--- src/rtl/ppcw_defs.vh ---
// Constants for the profile position control word interpreter
`ifndef PPCW_DEFS_VH
`define PPCW_DEFS_VH

`define PPCW_ADDR_CTRL 16'h6040
`define PPCW_ADDR_STAT 16'h6041
`define PPCW_ADDR_TGT 16'h607A
`define PPCW_ADDR_WRAPMODE 16'h414F
`define PPCW_ADDR_HALTOPT 16'h605D
`define PPCW_ADDR_CMDPOS 16'h6062
`define PPCW_ADDR_ACTPOS 16'h6064
`define PPCW_ADDR_FLAGS 16'h4100

`define PPCW_BIT_WRAP 14
`define PPCW_BIT_PUSH 13
`define PPCW_BIT_REF 12
`define PPCW_BIT_HALT 8
`define PPCW_BIT_REL 6
`define PPCW_BIT_IMM 5
`define PPCW_BIT_START 4
`define PPCW_MASK_USED 16'h717F

`define PPCW_STAT_ACK 12
`define PPCW_STAT_DONE 10

`define PPCW_CTRL_RESET 16'h0000
`define PPCW_ZERO32 32'h00000000
`define PPCW_ZERO16 16'h0000

`define PPCW_CUR_RUN 2'h0
`define PPCW_CUR_PUSH 2'h1
`define PPCW_CUR_STOP 2'h2

`endif

--- src/rtl/ppcw_edge_sync.v ---
// Three-stage synchroniser with agreement-based change detection
`timescale 1ns/1ps
`default_nettype none
module ppcw_edge_sync (
    input wire ref_clk,
    input wire rst,
    input wire din,
    output reg level
);
    reg s1;
    reg s2;
    reg s3;
    always @(posedge ref_clk or posedge rst) begin
        if (rst) begin
            s1 <= 1'b0;
            s2 <= 1'b0;
            s3 <= 1'b0;
            level <= 1'b0;
        end else begin
            s1 <= din;
            s2 <= s1;
            s3 <= s2;
            if (s2 == s3) begin
                level <= s3;
            end
        end
    end
endmodule
`default_nettype wire

--- src/rtl/ppcw_target_calc.v ---
// Destination calculator for absolute and incremental moves
`timescale 1ns/1ps
`default_nettype none
`include "ppcw_defs.vh"
module ppcw_target_calc #(
    parameter W = 32
) (
    input wire [W-1:0] targetValue,
    input wire [W-1:0] commandPos,
    input wire [W-1:0] actualPos,
    input wire relative,
    input wire refActual,
    output reg [W-1:0] destination
);
    always @* begin
        if (!relative) begin
            destination = targetValue;
        end else if (refActual) begin
            destination = actualPos + targetValue;
        end else begin
            destination = commandPos + targetValue;
        end
    end
endmodule
`default_nettype wire

--- src/rtl/ppcw_control_word.v ---
// Profile position control word interpreter top level
//
// Decided for this implementation: strobed register access.
`timescale 1ns/1ps
`default_nettype none
`include "ppcw_defs.vh"
module ppcw_control_word #(
    parameter W = 32
) (
    input wire ref_clk,
    input wire rst,
    input wire [15:0] regAddr,
    input wire [31:0] regWdata,
    input wire regWrite,
    input wire regRead,
    output reg [31:0] regRdata,
    input wire stopInput,
    input wire operationEnabled,
    input wire motorExcited,
    input wire moveDone,
    input wire [W-1:0] actualPos,
    output reg moveStart,
    output reg [W-1:0] moveDest,
    output reg moveWrap,
    output reg [1:0] wrapMode,
    output reg movePush,
    output reg haltRequest,
    output reg [15:0] haltOption,
    output reg [1:0] currentSelect,
    output reg setpointAck,
    output reg moveActive
);
    // ------------------------------------------------------------
    // Registers and state
    // ------------------------------------------------------------
    localparam ST_IDLE = 3'b001;
    localparam ST_MOVE = 3'b010;
    localparam ST_STOP = 3'b100;

    reg [15:0] ctrlWord;
    reg [15:0] prevCtrl;
    reg [W-1:0] targetReg;
    reg [W-1:0] commandPos;
    reg [2:0] state;
    reg [2:0] next_state;
    reg pendValid;
    reg [W-1:0] pendDest;
    reg pendWrap;
    reg pendPush;
    reg stopSync;
    wire [W-1:0] calcDest;
    wire startEdge;
    wire startOk;
    wire pushStop;

    ppcw_edge_sync u_stop (
        .ref_clk(ref_clk),
        .rst(rst),
        .din(stopInput),
        .level(stopSync)
    );

    ppcw_target_calc #(.W(W)) u_calc (
        .targetValue(targetReg),
        .commandPos(commandPos),
        .actualPos(actualPos),
        .relative(ctrlWord[`PPCW_BIT_REL]),
        .refActual(ctrlWord[`PPCW_BIT_REF]),
        .destination(calcDest)
    );

    // ------------------------------------------------------------
    // Start qualification
    // ------------------------------------------------------------
    assign startEdge = ctrlWord[`PPCW_BIT_START] & ~prevCtrl[`PPCW_BIT_START];
    assign startOk = startEdge & ~ctrlWord[`PPCW_BIT_HALT] & ~stopSync
        & operationEnabled & motorExcited;
    assign pushStop = movePush & (ctrlWord[`PPCW_BIT_HALT] | stopSync);

    // ------------------------------------------------------------
    // Register bus
    // ------------------------------------------------------------
    always @(posedge ref_clk or posedge rst) begin
        if (rst) begin
            ctrlWord <= `PPCW_CTRL_RESET;
            targetReg <= `PPCW_ZERO32;
            wrapMode <= 2'h0;
            haltOption <= `PPCW_ZERO16;
            regRdata <= 32'h00000000;
        end else begin
            if (regWrite) begin
                case (regAddr)
                    `PPCW_ADDR_CTRL: begin
                        ctrlWord <= regWdata[15:0] & `PPCW_MASK_USED;
                    end
                    `PPCW_ADDR_TGT: begin
                        targetReg <= regWdata[W-1:0];
                    end
                    `PPCW_ADDR_WRAPMODE: begin
                        wrapMode <= regWdata[1:0];
                    end
                    `PPCW_ADDR_HALTOPT: begin
                        haltOption <= regWdata[15:0];
                    end
                    default: begin
                    end
                endcase
            end
            regRdata <= 32'h00000000;
            if (regRead) begin
                case (regAddr)
                    `PPCW_ADDR_CTRL: regRdata <= {16'h0000, ctrlWord};
                    `PPCW_ADDR_STAT: regRdata <= {19'h0, setpointAck, 1'b0,
                        state == ST_IDLE, 10'h0};
                    `PPCW_ADDR_TGT: regRdata <= targetReg;
                    `PPCW_ADDR_WRAPMODE: regRdata <= {30'h0, wrapMode};
                    `PPCW_ADDR_HALTOPT: regRdata <= {16'h0000, haltOption};
                    `PPCW_ADDR_CMDPOS: regRdata <= commandPos;
                    `PPCW_ADDR_ACTPOS: regRdata <= actualPos;
                    `PPCW_ADDR_FLAGS: regRdata <= {27'h0, pendValid, currentSelect,
                        movePush, moveWrap};
                    default: regRdata <= 32'h00000000;
                endcase
            end
        end
    end

    // ------------------------------------------------------------
    // Move sequencer
    // ------------------------------------------------------------
    always @* begin
        next_state = state;
        case (state)
            ST_IDLE: begin
                if (startOk) begin
                    next_state = ST_MOVE;
                end
            end
            ST_MOVE: begin
                if (pushStop) begin
                    next_state = ST_STOP;
                end else if (moveDone && !pendValid) begin
                    next_state = ST_STOP;
                end
            end
            ST_STOP: begin
                if (startOk) begin
                    next_state = ST_MOVE;
                end
            end
            default: next_state = ST_IDLE;
        endcase
    end

    always @(posedge ref_clk or posedge rst) begin
        if (rst) begin
            prevCtrl <= `PPCW_CTRL_RESET;
            state <= ST_IDLE;
            commandPos <= `PPCW_ZERO32;
            pendValid <= 1'b0;
            pendDest <= `PPCW_ZERO32;
            pendWrap <= 1'b0;
            pendPush <= 1'b0;
            moveStart <= 1'b0;
            moveDest <= `PPCW_ZERO32;
            moveWrap <= 1'b0;
            movePush <= 1'b0;
            haltRequest <= 1'b0;
            currentSelect <= `PPCW_CUR_RUN;
            setpointAck <= 1'b0;
            moveActive <= 1'b0;
        end else begin
            prevCtrl <= ctrlWord;
            state <= next_state;
            moveStart <= 1'b0;
            haltRequest <= ctrlWord[`PPCW_BIT_HALT];
            moveActive <= (next_state == ST_MOVE);
            if (startOk) begin
                setpointAck <= 1'b1;
            end else if (!ctrlWord[`PPCW_BIT_START]) begin
                setpointAck <= 1'b0;
            end
            if (startOk && state == ST_MOVE && !ctrlWord[`PPCW_BIT_IMM]) begin
                pendValid <= 1'b1;
                pendDest <= calcDest;
                pendWrap <= ctrlWord[`PPCW_BIT_WRAP];
                pendPush <= ctrlWord[`PPCW_BIT_PUSH];
            end else if (startOk) begin
                pendValid <= 1'b0;
                moveStart <= 1'b1;
                moveDest <= calcDest;
                commandPos <= calcDest;
                moveWrap <= ctrlWord[`PPCW_BIT_WRAP];
                movePush <= ctrlWord[`PPCW_BIT_PUSH];
                currentSelect <= ctrlWord[`PPCW_BIT_PUSH] ? `PPCW_CUR_PUSH
                    : `PPCW_CUR_RUN;
            end else if (state == ST_MOVE && moveDone && pendValid && !pushStop) begin
                pendValid <= 1'b0;
                moveStart <= 1'b1;
                moveDest <= pendDest;
                commandPos <= pendDest;
                moveWrap <= pendWrap;
                movePush <= pendPush;
                currentSelect <= pendPush ? `PPCW_CUR_PUSH : `PPCW_CUR_RUN;
            end else if (state == ST_MOVE && next_state == ST_STOP) begin
                pendValid <= 1'b0;
                if (movePush) begin
                    currentSelect <= `PPCW_CUR_STOP;
                end
            end
        end
    end
endmodule
`default_nettype wire

--- config.mk ---
export PLATFORM = sky130hd
export DESIGN_NAME = ppcw_control_word
export DESIGN_NICKNAME = d
export VERILOG_FILES = /design/src/rtl/ppcw_edge_sync.v /design/src/rtl/ppcw_target_calc.v /design/src/rtl/ppcw_control_word.v
export VERILOG_INCLUDE_DIRS = /design/src /design/src/rtl
export SDC_FILE = /design/constraint.sdc
export NUM_CORES = 1
export LEC_CHECK = 0
export ABC_AREA = 0
export BUFFER_PORTS_ARGS = -buffer_cell sky130_fd_sc_hd__buf_2
export CORE_UTILIZATION = 35
export CTS_CLUSTER_DIAMETER = 150
export CTS_CLUSTER_SIZE = 8
export DETAILED_ROUTE_END_ITERATION = 8
export HOLD_SLACK_MARGIN = 0.08
export PLACE_DENSITY = 0.57
export REMOVE_ABC_BUFFERS = 1
export SLEW_MARGIN = 20
export SYNTH_ARGS = -nofsm -noshare
export SYNTH_HDL_FRONTEND = slang
export SYNTH_SLANG_ARGS = --single-unit
export TNS_END_PERCENT = 50
--- constraint.sdc ---
create_clock -name ref_clk -period 5.75 [get_ports ref_clk]
set_input_delay 1.15 -clock ref_clk [delete_from_list [all_inputs] [get_ports ref_clk]]
set_output_delay 1.15 -clock ref_clk [all_outputs]
set_load 0.1 [all_outputs]
== Word level (Yosys, flattened, before mapping) ==
Cells that the tools add are included.

* Bits of input ports: 88
* Output and inout port bits: 90
* Logic and storage cells: 101
* Register bits after elaboration: 180

* Bitwise logic cells: 11
* Muxes and demuxes: 29
* Equal/unequal tests: 15
* Reduce and logical (&&, ||, !) cells: 21
* $add $sub $neg: 2

{| class="wikitable"
|+ Operators by type and width
! operator !! number
|-
| one-hot mux 32 bit (8 select lines) || 1
|-
| two-way mux 32 bit || 5
|-
| == test 16 x 15 -> 1 bit (second input constant) || 8
|-
| adder 32 bit || 2
|-
| two-way mux 1 bit || 15
|-
| AND reduction 2 bit || 5
|-
| two-way mux 3 bit || 3
|-
| two-way mux 2 bit || 4
|-
| logical AND 1 bit || 7
|-
| bitwise AND 1 bit || 6
|-
| == test 3 x 2 -> 1 bit (second input constant) || 2
|-
| == test 3 bit (second input constant) || 2
|-
| one-hot mux 3 bit (2 select lines) || 1
|-
| nonzero test 3 bit || 2
|-
| NOT 1 bit || 4
|-
| nonzero test 4 bit || 1
|-
| == test 3 x 1 -> 1 bit (second input constant) || 1
|-
| logical NOT 1 bit || 3
|-
| AND reduction 3 bit || 1
|-
| inequality test 2 x 1 -> 1 bit (second input constant) || 1
|-
| nonzero test 2 bit || 1
|-
| OR reduction 2 bit || 1
|-
| == test 1 bit || 1
|-
| bitwise OR 1 bit || 1
|}

== Logic depth before layout (Yosys ltp) ==
Gate-level depths: netlist (run 1).

* Depth in word-level cells: 14
* Depth in mapped cells: 14
* Gate-level depth less buffers: 12

== By module ==
Synthesis (run 1) repeated with hierarchy kept, for this count alone.

* Cell total of the unflattened synthesis: 940
* Area, all modules: 10256.1 µm²

{| class="wikitable"
|+ Modules (own cells, without submodules)
! module !! cells each !! instances !! sequential area each (µm²) !! area each (µm²)
|-
| ppcw_control_word || 587 || 1 || 4305.4 || 7587.3
|-
| ppcw_target_calc || 347 || 1 || 0.0 || 2553.7
|-
| ppcw_edge_sync || 6 || 1 || 100.1 || 115.1
|}

== Worst setup path after synthesis (run 1) ==
No wires, ideal clock.

* Path type: input port to flip-flop
* Start: input port actualPos[0]
* End: register commandPos[26]
* Data arrival time: 3.800 ns
* Setup time: 0.086 ns
* Cell stages on the path: 12
* Data required time: 5.664 ns
* Slack: 1.864 ns
* Path through: mux2_2 > ha_1 > fa_1 > a21oi_1 > o211ai_1 > a31oi_2 > o21ai_1 > a22oi_1 > a211oi_1 > mux2_1 > and4_1 > nor3_1

* Word-level cells in the longest chain between the ends: 4

{| class="wikitable"
|+ RTL lines
! element !! RTL line !! text
|-
| start: declaration || ppcw_control_word.v:21 || <nowiki>input wire [W-1:0] actualPos,</nowiki>
|-
| adder 32 bit || ppcw_target_calc.v:19 || <nowiki>destination = actualPos + targetValue;</nowiki>
|-
| two-way mux 32 bit || ppcw_target_calc.v:18 || <nowiki>end else if (refActual) begin</nowiki>
|-
| two-way mux 32 bit || ppcw_target_calc.v:16 || <nowiki>if (!relative) begin</nowiki>
|-
| two-way mux 32 bit || ppcw_control_word.v:188 || <nowiki>end else if (startOk) begin</nowiki>
|-
| end signal: assignment || ppcw_control_word.v:159 || <nowiki>commandPos <= `PPCW_ZERO32;</nowiki>
|-
| end signal: assignment || ppcw_control_word.v:192 || <nowiki>commandPos <= calcDest;</nowiki>
|-
| end signal: assignment || ppcw_control_word.v:201 || <nowiki>commandPos <= pendDest;</nowiki>
|-
| end: declaration || ppcw_control_word.v:43 || <nowiki>reg [W-1:0] commandPos;</nowiki>
|}

Every way passes these cells.
A chain may end at the register's enable or synchronous reset.

== Final worst setup path (run 1) ==
* Start: register ctrlWord[12]
* End: register commandPos[26]

* Word-level cells in the longest chain between the ends: 3

{| class="wikitable"
|+ RTL lines
! element !! RTL line !! text
|-
| start: declaration || ppcw_control_word.v:40 || <nowiki>reg [15:0] ctrlWord;</nowiki>
|-
| start signal: assignment || ppcw_control_word.v:85 || <nowiki>ctrlWord <= `PPCW_CTRL_RESET;</nowiki>
|-
| start signal: assignment || ppcw_control_word.v:94 || <nowiki>ctrlWord <= regWdata[15:0] & `PPCW_MASK_USED;</nowiki>
|-
| two-way mux 32 bit || ppcw_target_calc.v:18 ||
|-
| two-way mux 32 bit || ppcw_target_calc.v:16 ||
|-
| two-way mux 32 bit || ppcw_control_word.v:188 ||
|}

Every way passes these cells.

==> results.ini, run 1 <==
[yosys]
synth.avg_cell_area_um2 = 10.3
synth_ff_type = dfrtp_1
synth_cells = 957
ys_seq_elements = 176
synth_area_leaders = dfrtp_1, mux2_2, nand2_1, ha_1, a21oi_1
synth_async_sr_flop_share = 1.00
synth_edf_count = 0
synth_top_area_share = 0.444
syn-cell-area_um2 = 9870
yosysMostFrequentCell = dfrtp_1
synth_area_leader_cell = dfrtp_1
ys_types = 76
yosys_warnings = 0
ys_seq_area_frac = 0.446
yosys-top-cells-count = dfrtp_1, nand2_1, nor2_1, a21oi_1, mux2_2

[sta]
grt_setup_unrepaired = false
fin_crit_ns = 4.45
fin_skew_ns = 0.0158
tightest_slew_ns = 1.15
setup_tns_ns = 0
finalCritPeriodShare = 0.774
max_clock_freq_mhz = 225
hold_violations = 0
setup_viol_count_final = 0
maxSlewViolCount = 0
slew_headroom = 0.232

[finish]
design_area_um2 = 11800
fin_util = 0.424
drive_above_1_share = 0.296
finalNetCount = 1235
area_growth_pct = 19.3

[global_route]
grt_max_degree = 72
overflow = 0
antenna_found_initial = 3
grt_first_pass_wirelength_um = 45500
grt_pass1_vias = 7931
grt_usage = 0.206

[power]
p_leak_nw = 5.61
p_total_w = 0.00248
pwr_density_cell_nw_per_um2 = 211
vdd_drop_max_mv = 0.200

[hold_path]
hp-class = flop to flop
hold_depth = 0
hp-start = u_stop.s1$_DFF_PP0_
whs_endpoint = u_stop.s2$_DFF_PP0_

[cts]
clock_path_buffers = 2
cts_max_level = 4
clock-sinks = 176
cts_made_buffers = 17
cts_root_buf = clkbuf_16
clkSlewWorstSetupHoldPaths_ns = 0.08
cts-resized-gates = 0
cts_tree = done
clk_latency_ns = 0.44
hold_buffers = 0
post_cts_buffers = 0

[critical_path]
start_kind = flop
crit_required_ns = 6.10
worstSetupPathType = flop to flop
ff2ff_path_depth = 12
cp.arrival_ns = 4.81
reg2reg_to = commandPos[26]$_DFFE_PP0P_
r2r_slack_ns = 1.30
timing.rr.start = ctrlWord[12]$_DFFE_PP0P_
cp_max_fo = 22
endpoint_kind = flop

[die]
start_util = 0.355
ios = 178
coreArea_um2 = 27800
die_x_um = 170
dieArea_um2 = 28900
dieHeight_um = 170
num_rows = 61

[job]
drv_cap = 0

[detailed_routing]
ant_nets = 0
viasPerCell = 5.40
routed_wl_um = 29100
first_pass_iters = 6
vias = 8140
wire_per_inst_um = 19.3
drc = 0
drtIter0Drc = 662

[placement]
hpwl_um = 20300
port_buffers = 177
placed_cell_area_um2 = 11200
gp_congestion = 0.846

[run_status]
outcome = finished clean

## routing by layer
layer / global-route usage / vias up / routed length [um]
met1: 0.286 / 3980 / 13700
met3: 0.0391 / 44 / 1640
li1: - / 3883 / -
met4: 0.0709 / 2 / 655
met2: 0.321 / 231 / 13100
met5: 0 / - / 8
## flip-flops by register name, summed over array words and instances (netlist names), 2 cells and up
name           cells
currentSelect      2
state              3
ctrlWord          11
targetReg         32
commandPos        32
wrapMode           2
haltOption        16
pendDest          32
regRdata          32
## cell usage in the layout (no fill, tap or decap), types with 9 or more instances in the layout
cell type    n
ha_1        31
a222oi_1    28
o21ai_1     13
o211ai_1     9
a31oi_1     10
xnor2_1     16
a21oi_1     62
inv_1       10
mux2_4      10
buf_4       18
a21o_1      16
and3_1      10
dfrtp_1    174
nand2_1    112
clkbuf_16   17
buf_2      177
nand3_1     13
mux2_2      59
nor3_1      14
nor2_1      67
mux2_1      26
mux2i_1     21
o21ai_0     50
xor2_1       9
a22oi_1     19
## worst max path at each step
stage                              from                          to  slack, ns  cells after the start
2_1_floorplan                       rst   commandPos[0]$_DFFE_PP0P_      -0.17                      1
3_3_place_gp               actualPos[0]  commandPos[26]$_DFFE_PP0P_       1.43                     13
3_5_place_dp               actualPos[0]  commandPos[26]$_DFFE_PP0P_       1.30                     13
4_1_cts        ctrlWord[12]$_DFFE_PP0P_  commandPos[26]$_DFFE_PP0P_       1.31                     12
5_1_grt        ctrlWord[12]$_DFFE_PP0P_  commandPos[26]$_DFFE_PP0P_       1.08                     12
6_report       ctrlWord[12]$_DFFE_PP0P_  commandPos[26]$_DFFE_PP0P_       1.30                     12
## logic make-up (layout without fill, tap and decap cells)
| group | Yosys count | count (layout) | synth area share |
|---|---|---|---|
| adder cells (fa/ha/maj) | 33 | 33 | 0.0423 |
| multiplexers | 116 | 116 | 0.133 |
| other | 0 | 2 | 0 |
| buffers and inverters | 69 | 240 | 0.0286 |
| flip-flops | 176 | 176 | 0.446 |
| AND/OR/NAND/NOR | 269 | 269 | 0.130 |
| XOR/XNOR | 25 | 25 | 0.0222 |
| AO/OA/AOI/OAI | 269 | 269 | 0.197 |
## final cells by class
type / instances / area, um2
fill: 2798 / 16000
multi-input combinational: 712 / 5220
sequential: 176 / 4410
timing repair buffer: 196 / 1040
tap: 378 / 473
clock buffer: 17 / 425
clock inverter: 15 / 165
inverter: 12 / 50.0
antenna: 2 / 5.00
## critical path, cell delays in order (launching register included)
cell and delay [ns]:
dfrtp_1 1.11, mux2_2 0.43, ha_1 0.23, fa_1 0.42
a21oi_1 0.25, o211ai_1 0.16, a31oi_2 0.30, o21ai_1 0.23
a22oi_1 0.39, a211oi_1 0.15, mux2_1 0.35, and4_1 0.20
nor3_1 0.16
## through the flow
step                      instances  setup slack (ns)  hold WS [ns]
after global placement         1473              1.43         0.336
after floorplan                 900            -0.172         0.331
after global routing           1506              1.08         0.365
final                          1508              1.30         0.356
after CTS                      1505              1.31         0.359
after detailed placement       1473              1.30         0.340
## power by group
group	total, W	internal, W	switching [W]
logic	0.0000758	0.0000266	0.0000492
registers	0.00124	0.00124	0.00000188
clock network	0.00117	0.000587	0.000580
Note: power is estimated with default switching activity, not from simulation.
==> run 2, diff against run 1 <==
- PLACE_DENSITY: 0.57 -> 0.55
- clock period: 5.75 -> 4.4 ns (I/O delays scaled with it)
==> results.ini, run 2 (synthesis gave the netlist of run 1 again) <==
[run_status]
outcome = finished clean  ; unchanged

[sta]
tightest_slew_ns = 0.801  ; was 1.15 ns
grt_setup_unrepaired = false  ; unchanged
finalCritPeriodShare = 0.881  ; was 0.774
maxSlewViolCount = 0  ; unchanged
slew_headroom = 0.462  ; was 0.232
hold_violations = 0  ; unchanged
fin_skew_ns = 0.0176  ; was 0.0158 ns
setup_viol_count_final = 0  ; unchanged
max_clock_freq_mhz = 258  ; was 225 MHz
hold_ws_ns = 0.352  ; was 0.356 ns
fin_crit_ns = 3.88  ; was 4.45 ns

[critical_path]
crit_family = compound AO/OA/AOI/OAI gates  ; unchanged
endpoint_kind = flop  ; unchanged
path_cells = buf_4 -> mux2_2 -> ha_1 -> a21oi_1 -> o22ai_1 -> a211oi_2 -> a2111oi_2 -> o32ai_2 -> nand4_1 -> nand4_1 -> a31oi_1 -> mux2_1  ; was mux2_2 -> ha_1 -> fa_1 -> a21oi_1 -> o211ai_1 -> a31oi_2 -> o21ai_1 -> a22oi_1 -> a211oi_1 -> mux2_1 -> and4_1 -> nor3_1
worstSetupPathType = flop to flop  ; unchanged
cp_max_fo = 10  ; was 22
crit_cells = 12  ; unchanged
ff2ff_path_depth = 12  ; unchanged
crit_buf_inv = 1  ; was 0
crit_required_ns = 4.72  ; was 6.10 ns
path_common_cell = nand4_1
start_kind = flop  ; unchanged
crit_slowest_cell = dfrtp_1  ; unchanged
slowest_delay_ns = 0.67  ; was 1.11 ns
cp.arrival_ns = 4.20  ; was 4.81 ns

[cts]
cts_made_buffers = 17  ; unchanged
clkSlewWorstSetupHoldPaths_ns = 0.07  ; was 0.08 ns
clock-sinks = 176  ; unchanged
clk_latency_ns = 0.45  ; was 0.44 ns
hold_buffers = 0  ; unchanged
clock_path_buffers = 2  ; unchanged
post_cts_buffers = 0  ; unchanged
cts_max_level = 4  ; unchanged
cts-resized-gates = 0  ; unchanged
cts_tree = done  ; unchanged
cts_root_buf = clkbuf_16  ; unchanged

[finish]
regArea_um2 = 4410  ; unchanged
multi_input_area_um2 = 5220  ; unchanged
drive_above_1_share = 0.300  ; was 0.296
layout_common_cells = buf_2, dfrtp_1, nand2_1  ; unchanged
fin_util = 0.427  ; was 0.424
diodes = 0  ; was 2
final_common_cell = buf_2  ; unchanged
n_fill_cell = 2769  ; was 2,798
area_growth_pct = 20.1  ; was 19.3%
design_area_um2 = 11900  ; was 11,800 um2
finalNetCount = 1242  ; was 1,235

[global_route]
grt_usage = 0.211  ; was 0.206
grt_first_pass_wirelength_um = 46400  ; was 45,500 um
grt_max_degree = 70  ; was 72
antenna_found_initial = 0  ; was 3
grt_pass1_vias = 7988  ; was 7,931
overflow = 0  ; unchanged

[placement]
gp_congestion = 0.877  ; was 0.846
port_buffers = 177  ; unchanged
hpwl_um = 21300  ; was 20,300 um
placed_cell_area_um2 = 11200  ; about the same

[power]
p_leak_nw = 5.66  ; was 5.61 nW
vdd_drop_max_mv = 0.249  ; was 0.200 mV
pwr_density_cell_nw_per_um2 = 282  ; was 211 nW/um2
p_total_w = 0.00334  ; was 0.00248 W

[die]
coreArea_um2 = 27800  ; unchanged
start_util = 0.355  ; unchanged
num_rows = 61  ; unchanged
dieHeight_um = 170  ; unchanged
die_x_um = 170  ; unchanged
dieArea_um2 = 28900  ; unchanged
ios = 178  ; unchanged

[detailed_routing]
vias = 8243  ; was 8,140
wire_per_inst_um = 19.5  ; was 19.3 um
viasPerCell = 5.45  ; was 5.40
first_pass_iters = 8  ; was 6
drtIter0Drc = 750  ; was 662
drc = 0  ; unchanged
ant_nets = 0  ; unchanged
routed_wl_um = 29600  ; was 29,100 um

[hold_path]
hp-class = flop to flop  ; unchanged
hold_depth = 0  ; unchanged

[job]
drv_cap = 0  ; unchanged

-- run 2: changes by cell type in the layout (fill, tap and decap cells not counted) --
cell,delta
clkbuf_1,+1
buf_8,-1
clkinv_8,-2
clkinv_4,-1
buf_12,+1
inv_6,+4
clkinv_2,+2
inv_8,-7
diode_2,-2
bufinv_16,+3
buf_4,+7
-- run 2: report_power, final --
group / switching (W) / internal [W]
registers: 0.00000220 / 0.00162
logic: 0.0000662 / 0.0000366
clock network: 0.000706 / 0.000907
-- run 2: path summary, 6_finish.rpt --
path | startpoint | endpoint | slack [ns]
max | ctrlWord[12]$_DFFE_PP0P_ | commandPos[31]$_DFFE_PP0P_ | 0.52
min | u_stop.s1$_DFF_PP0_ | u_stop.s2$_DFF_PP0_ | 0.35
max reg2reg | ctrlWord[12]$_DFFE_PP0P_ | commandPos[31]$_DFFE_PP0P_ | 0.52
min reg2reg | u_stop.s1$_DFF_PP0_ | u_stop.s2$_DFF_PP0_ | 0.35
max in group asynchronous | rst | state[0]$_DFF_PP1_ | 3.01
min in group asynchronous | rst | regRdata[20]$_DFF_PP0_ | 0.53
-- run 2: layout make-up --
class,count,share of cell area
multi-input combinational,712,0.440
sequential,176,0.372
timing repair buffer,203,0.0923
tap,378,0.0399
clock buffer,18,0.0362
clock inverter,14,0.0152
inverter,12,0.00422
-- run 2: layer usage --
metal	vias up	routed length (um)	global-route usage	part of all wire
met5	-	0	0	0
met4	0	422	0.0631	0.014
met3	22	1590	0.0335	0.054
met2	254	13700	0.336	0.46
met1	4063	13800	0.294	0.47
li1	3904	-	-	-
-- run 2: stage by stage --
stage / setup slack, ns / setup TNS (ns) / cells
after floorplan: -1.25 / -219.52 / 900
after global placement: 0.451 / 0 / 1481
after detailed placement: 0.372 / 0 / 1481
after CTS: 0.535 / 0 / 1513
after global routing: 0.279 / 0 / 1513
final: 0.522 / 0 / 1513
==> run 3, diff against run 2 <==
- CORE_UTILIZATION: 35 -> 51
- PLACE_DENSITY: 0.55 -> 0.75
==> results.ini, run 3 (synthesis gave the netlist of run 1 again) <==
[run_status]
outcome = finished clean  ; unchanged

[critical_path]
crit_family = compound AO/OA/AOI/OAI gates  ; unchanged
crit_buf_inv = 1  ; unchanged
start_kind = flop  ; unchanged
r2r_slack_ns = 0.46  ; was 0.52 ns
slowest_delay_ns = 0.69  ; was 0.67 ns
ff2ff_path_depth = 12  ; unchanged
worstSetupPathType = flop to flop  ; unchanged
crit_required_ns = 4.72  ; about the same
timing.rr.start = ctrlWord[12]$_DFFE_PP0P_  ; unchanged
endpoint_kind = flop  ; unchanged
crit_slowest_cell = dfrtp_1  ; unchanged
reg2reg_to = commandPos[31]$_DFFE_PP0P_  ; unchanged
cp_max_fo = 11  ; was 10
cp.arrival_ns = 4.26  ; was 4.20 ns
path_cells = buf_4 -> mux2_2 -> ha_1 -> nand4_1 -> o22ai_1 -> a211oi_2 -> a2111oi_2 -> o32ai_2 -> o32a_1 -> a31o_1 -> a31oi_1 -> mux2_1  ; was buf_4 -> mux2_2 -> ha_1 -> a21oi_1 -> o22ai_1 -> a211oi_2 -> a2111oi_2 -> o32ai_2 -> nand4_1 -> nand4_1 -> a31oi_1 -> mux2_1

[finish]
fin_util = 0.620  ; was 0.427
final_common_cell = buf_2  ; unchanged
instances_no_fill = 1392  ; was 1,513
area_growth_pct = 18.2  ; was 20.1%
drive_above_1_share = 0.299  ; was 0.300
finalNetCount = 1239  ; was 1,242
layout_common_cells = buf_2, dfrtp_1, nand2_1  ; unchanged
n_fill_cell = 1558  ; was 2,769
diodes = 0  ; unchanged

[detailed_routing]
ant_nets = 0  ; unchanged
viasPerCell = 6.04  ; was 5.45
routed_wl_um = 27400  ; was 29,600 um
drc = 0  ; unchanged
first_pass_iters = 6  ; was 8
wire_per_inst_um = 19.7  ; was 19.5 um
vias = 8407  ; was 8,243
drtIter0Drc = 805  ; was 750

[die]
dieHeight_um = 141  ; was 170 um
ios = 178  ; unchanged
coreArea_um2 = 18800  ; was 27,800 um2
dieArea_um2 = 19900  ; was 28,900 um2
die_x_um = 141  ; was 170 um
num_rows = 50  ; was 61
start_util = 0.524  ; was 0.355

[cts]
cts_max_level = 4  ; unchanged
clk_latency_ns = 0.44  ; was 0.45 ns
cts-resized-gates = 0  ; unchanged
post_cts_buffers = 0  ; unchanged
hold_buffers = 0  ; unchanged
clkSlewWorstSetupHoldPaths_ns = 0.07  ; about the same
cts_root_buf = clkbuf_16  ; unchanged
clock-sinks = 176  ; unchanged
cts_tree = done  ; unchanged
cts_made_buffers = 17  ; unchanged
clock_path_buffers = 2  ; unchanged

[hold_path]
hp-class = flop to flop  ; unchanged
hold_depth = 0  ; unchanged
whs_endpoint = u_stop.s2$_DFF_PP0_  ; unchanged
hp-start = u_stop.s1$_DFF_PP0_  ; unchanged

[global_route]
grt_first_pass_wirelength_um = 43600  ; was 46,400 um
overflow = 0  ; unchanged
grt_max_degree = 89  ; was 70
grt_pass1_vias = 8215  ; was 7,988
grt_usage = 0.283  ; was 0.211
antenna_found_initial = 0  ; unchanged

[sta]
grt_setup_unrepaired = false  ; unchanged
finalWorstSetupSlack_ns = 0.461  ; was 0.522 ns
finalCritPeriodShare = 0.895  ; was 0.881
setup_viol_count_final = 0  ; unchanged
fin_skew_ns = 0.00904  ; was 0.0176 ns
fin_crit_ns = 3.94  ; was 3.88 ns
hold_ws_ns = 0.351  ; was 0.352 ns
maxSlewViolCount = 0  ; unchanged
hold_violations = 0  ; unchanged
slew_headroom = 0.349  ; was 0.462
tightest_slew_ns = 0.970  ; was 0.801 ns
max_clock_freq_mhz = 254  ; was 258 MHz

[placement]
port_buffers = 177  ; unchanged
pre_cts_ws_ns = 0.430  ; was 0.372 ns
hpwl_um = 18800  ; was 21,300 um
dpl.cell_count = 1360  ; was 1,481
gp_congestion = 0.916  ; was 0.877

[power]
vdd_drop_max_mv = 0.275  ; was 0.249 mV
pwr_density_cell_nw_per_um2 = 277  ; was 282 nW/um2
p_leak_nw = 5.64  ; was 5.66 nW

[job]
drv_cap = 0  ; unchanged

[run 3: cell types whose count changed in the layout (fill, tap and decap cells not counted)]
cell,change
clkinv_2,-2
buf_6,+1
clkbuf_8,+1
clkbuf_1,-1
inv_6,+3
bufinv_16,-2
buf_12,+1
buf_4,-5
clkinv_4,+1
[run 3: layer usage]
| metal | GRT usage | part of all wire |
|---|---|---|
| met3 | 0.0414 | 0.060 |
| met1 | 0.395 | 0.45 |
| met5 | 0 | 0 |
| met4 | 0.100 | 0.023 |
| met2 | 0.450 | 0.47 |
[run 3: cell type report]
type                            instances  area [um2]  share of cell area
Clock buffer                           18         439              0.0376
Tap cell                              260         325              0.0279
Clock inverter                         14         145              0.0124
Sequential cell                       176        4410               0.378
Multi-Input combinational cell        712        5220               0.447
Timing Repair Buffer                  200        1090              0.0932
Inverter                               12        50.0             0.00429
[run 3: worst reg2reg max path: cells and delay by family (launching register included)]
kind	cells	cell delay, ns
compound gates	7	1.63
fa+ha+maj	1	0.36
buf+inv	1	0.34
flops	1	0.69
mux	2	0.67
simple gates	1	0.14
[run 3: metrics by stage]
| stage | area (um2) | setup TNS (ns) | power, W |
|---|---|---|---|
| after floorplan | 9630 | -219.52 | 0.00169 |
| after global placement | 11100 | 0 | 0.00175 |
| after detailed placement | 11100 | 0 | 0.00175 |
| after CTS | 11700 | 0 | 0.00325 |
| after global routing | 11700 | 0 | 0.00332 |
| final | 11700 | 0 | 0.00323 |
[run 3: how the worst max path moves through the flow]
| stage | startpoint | to | slack, ns | cells after the start |
|---|---|---|---|---|
| after floorplan | rst | commandPos[0]$_DFFE_PP0P_ | -1.25 | 1 |
| after global placement | actualPos[0] | commandPos[26]$_DFFE_PP0P_ | 0.51 | 13 |
| after detailed placement | actualPos[0] | commandPos[26]$_DFFE_PP0P_ | 0.43 | 13 |
| after CTS | ctrlWord[12]$_DFFE_PP0P_ | commandPos[31]$_DFFE_PP0P_ | 0.49 | 12 |
| after global routing | ctrlWord[12]$_DFFE_PP0P_ | commandPos[26]$_DFFE_PP0P_ | 0.21 | 13 |
| final | ctrlWord[12]$_DFFE_PP0P_ | commandPos[31]$_DFFE_PP0P_ | 0.46 | 12 |
[run 3: report_power, final]
group | total [W] | switching, W | internal (W)
Combinational | 0.0000978 | 0.0000618 | 0.0000360
Clock | 0.00151 | 0.000697 | 0.000815
Sequential | 0.00162 | 0.00000227 | 0.00162
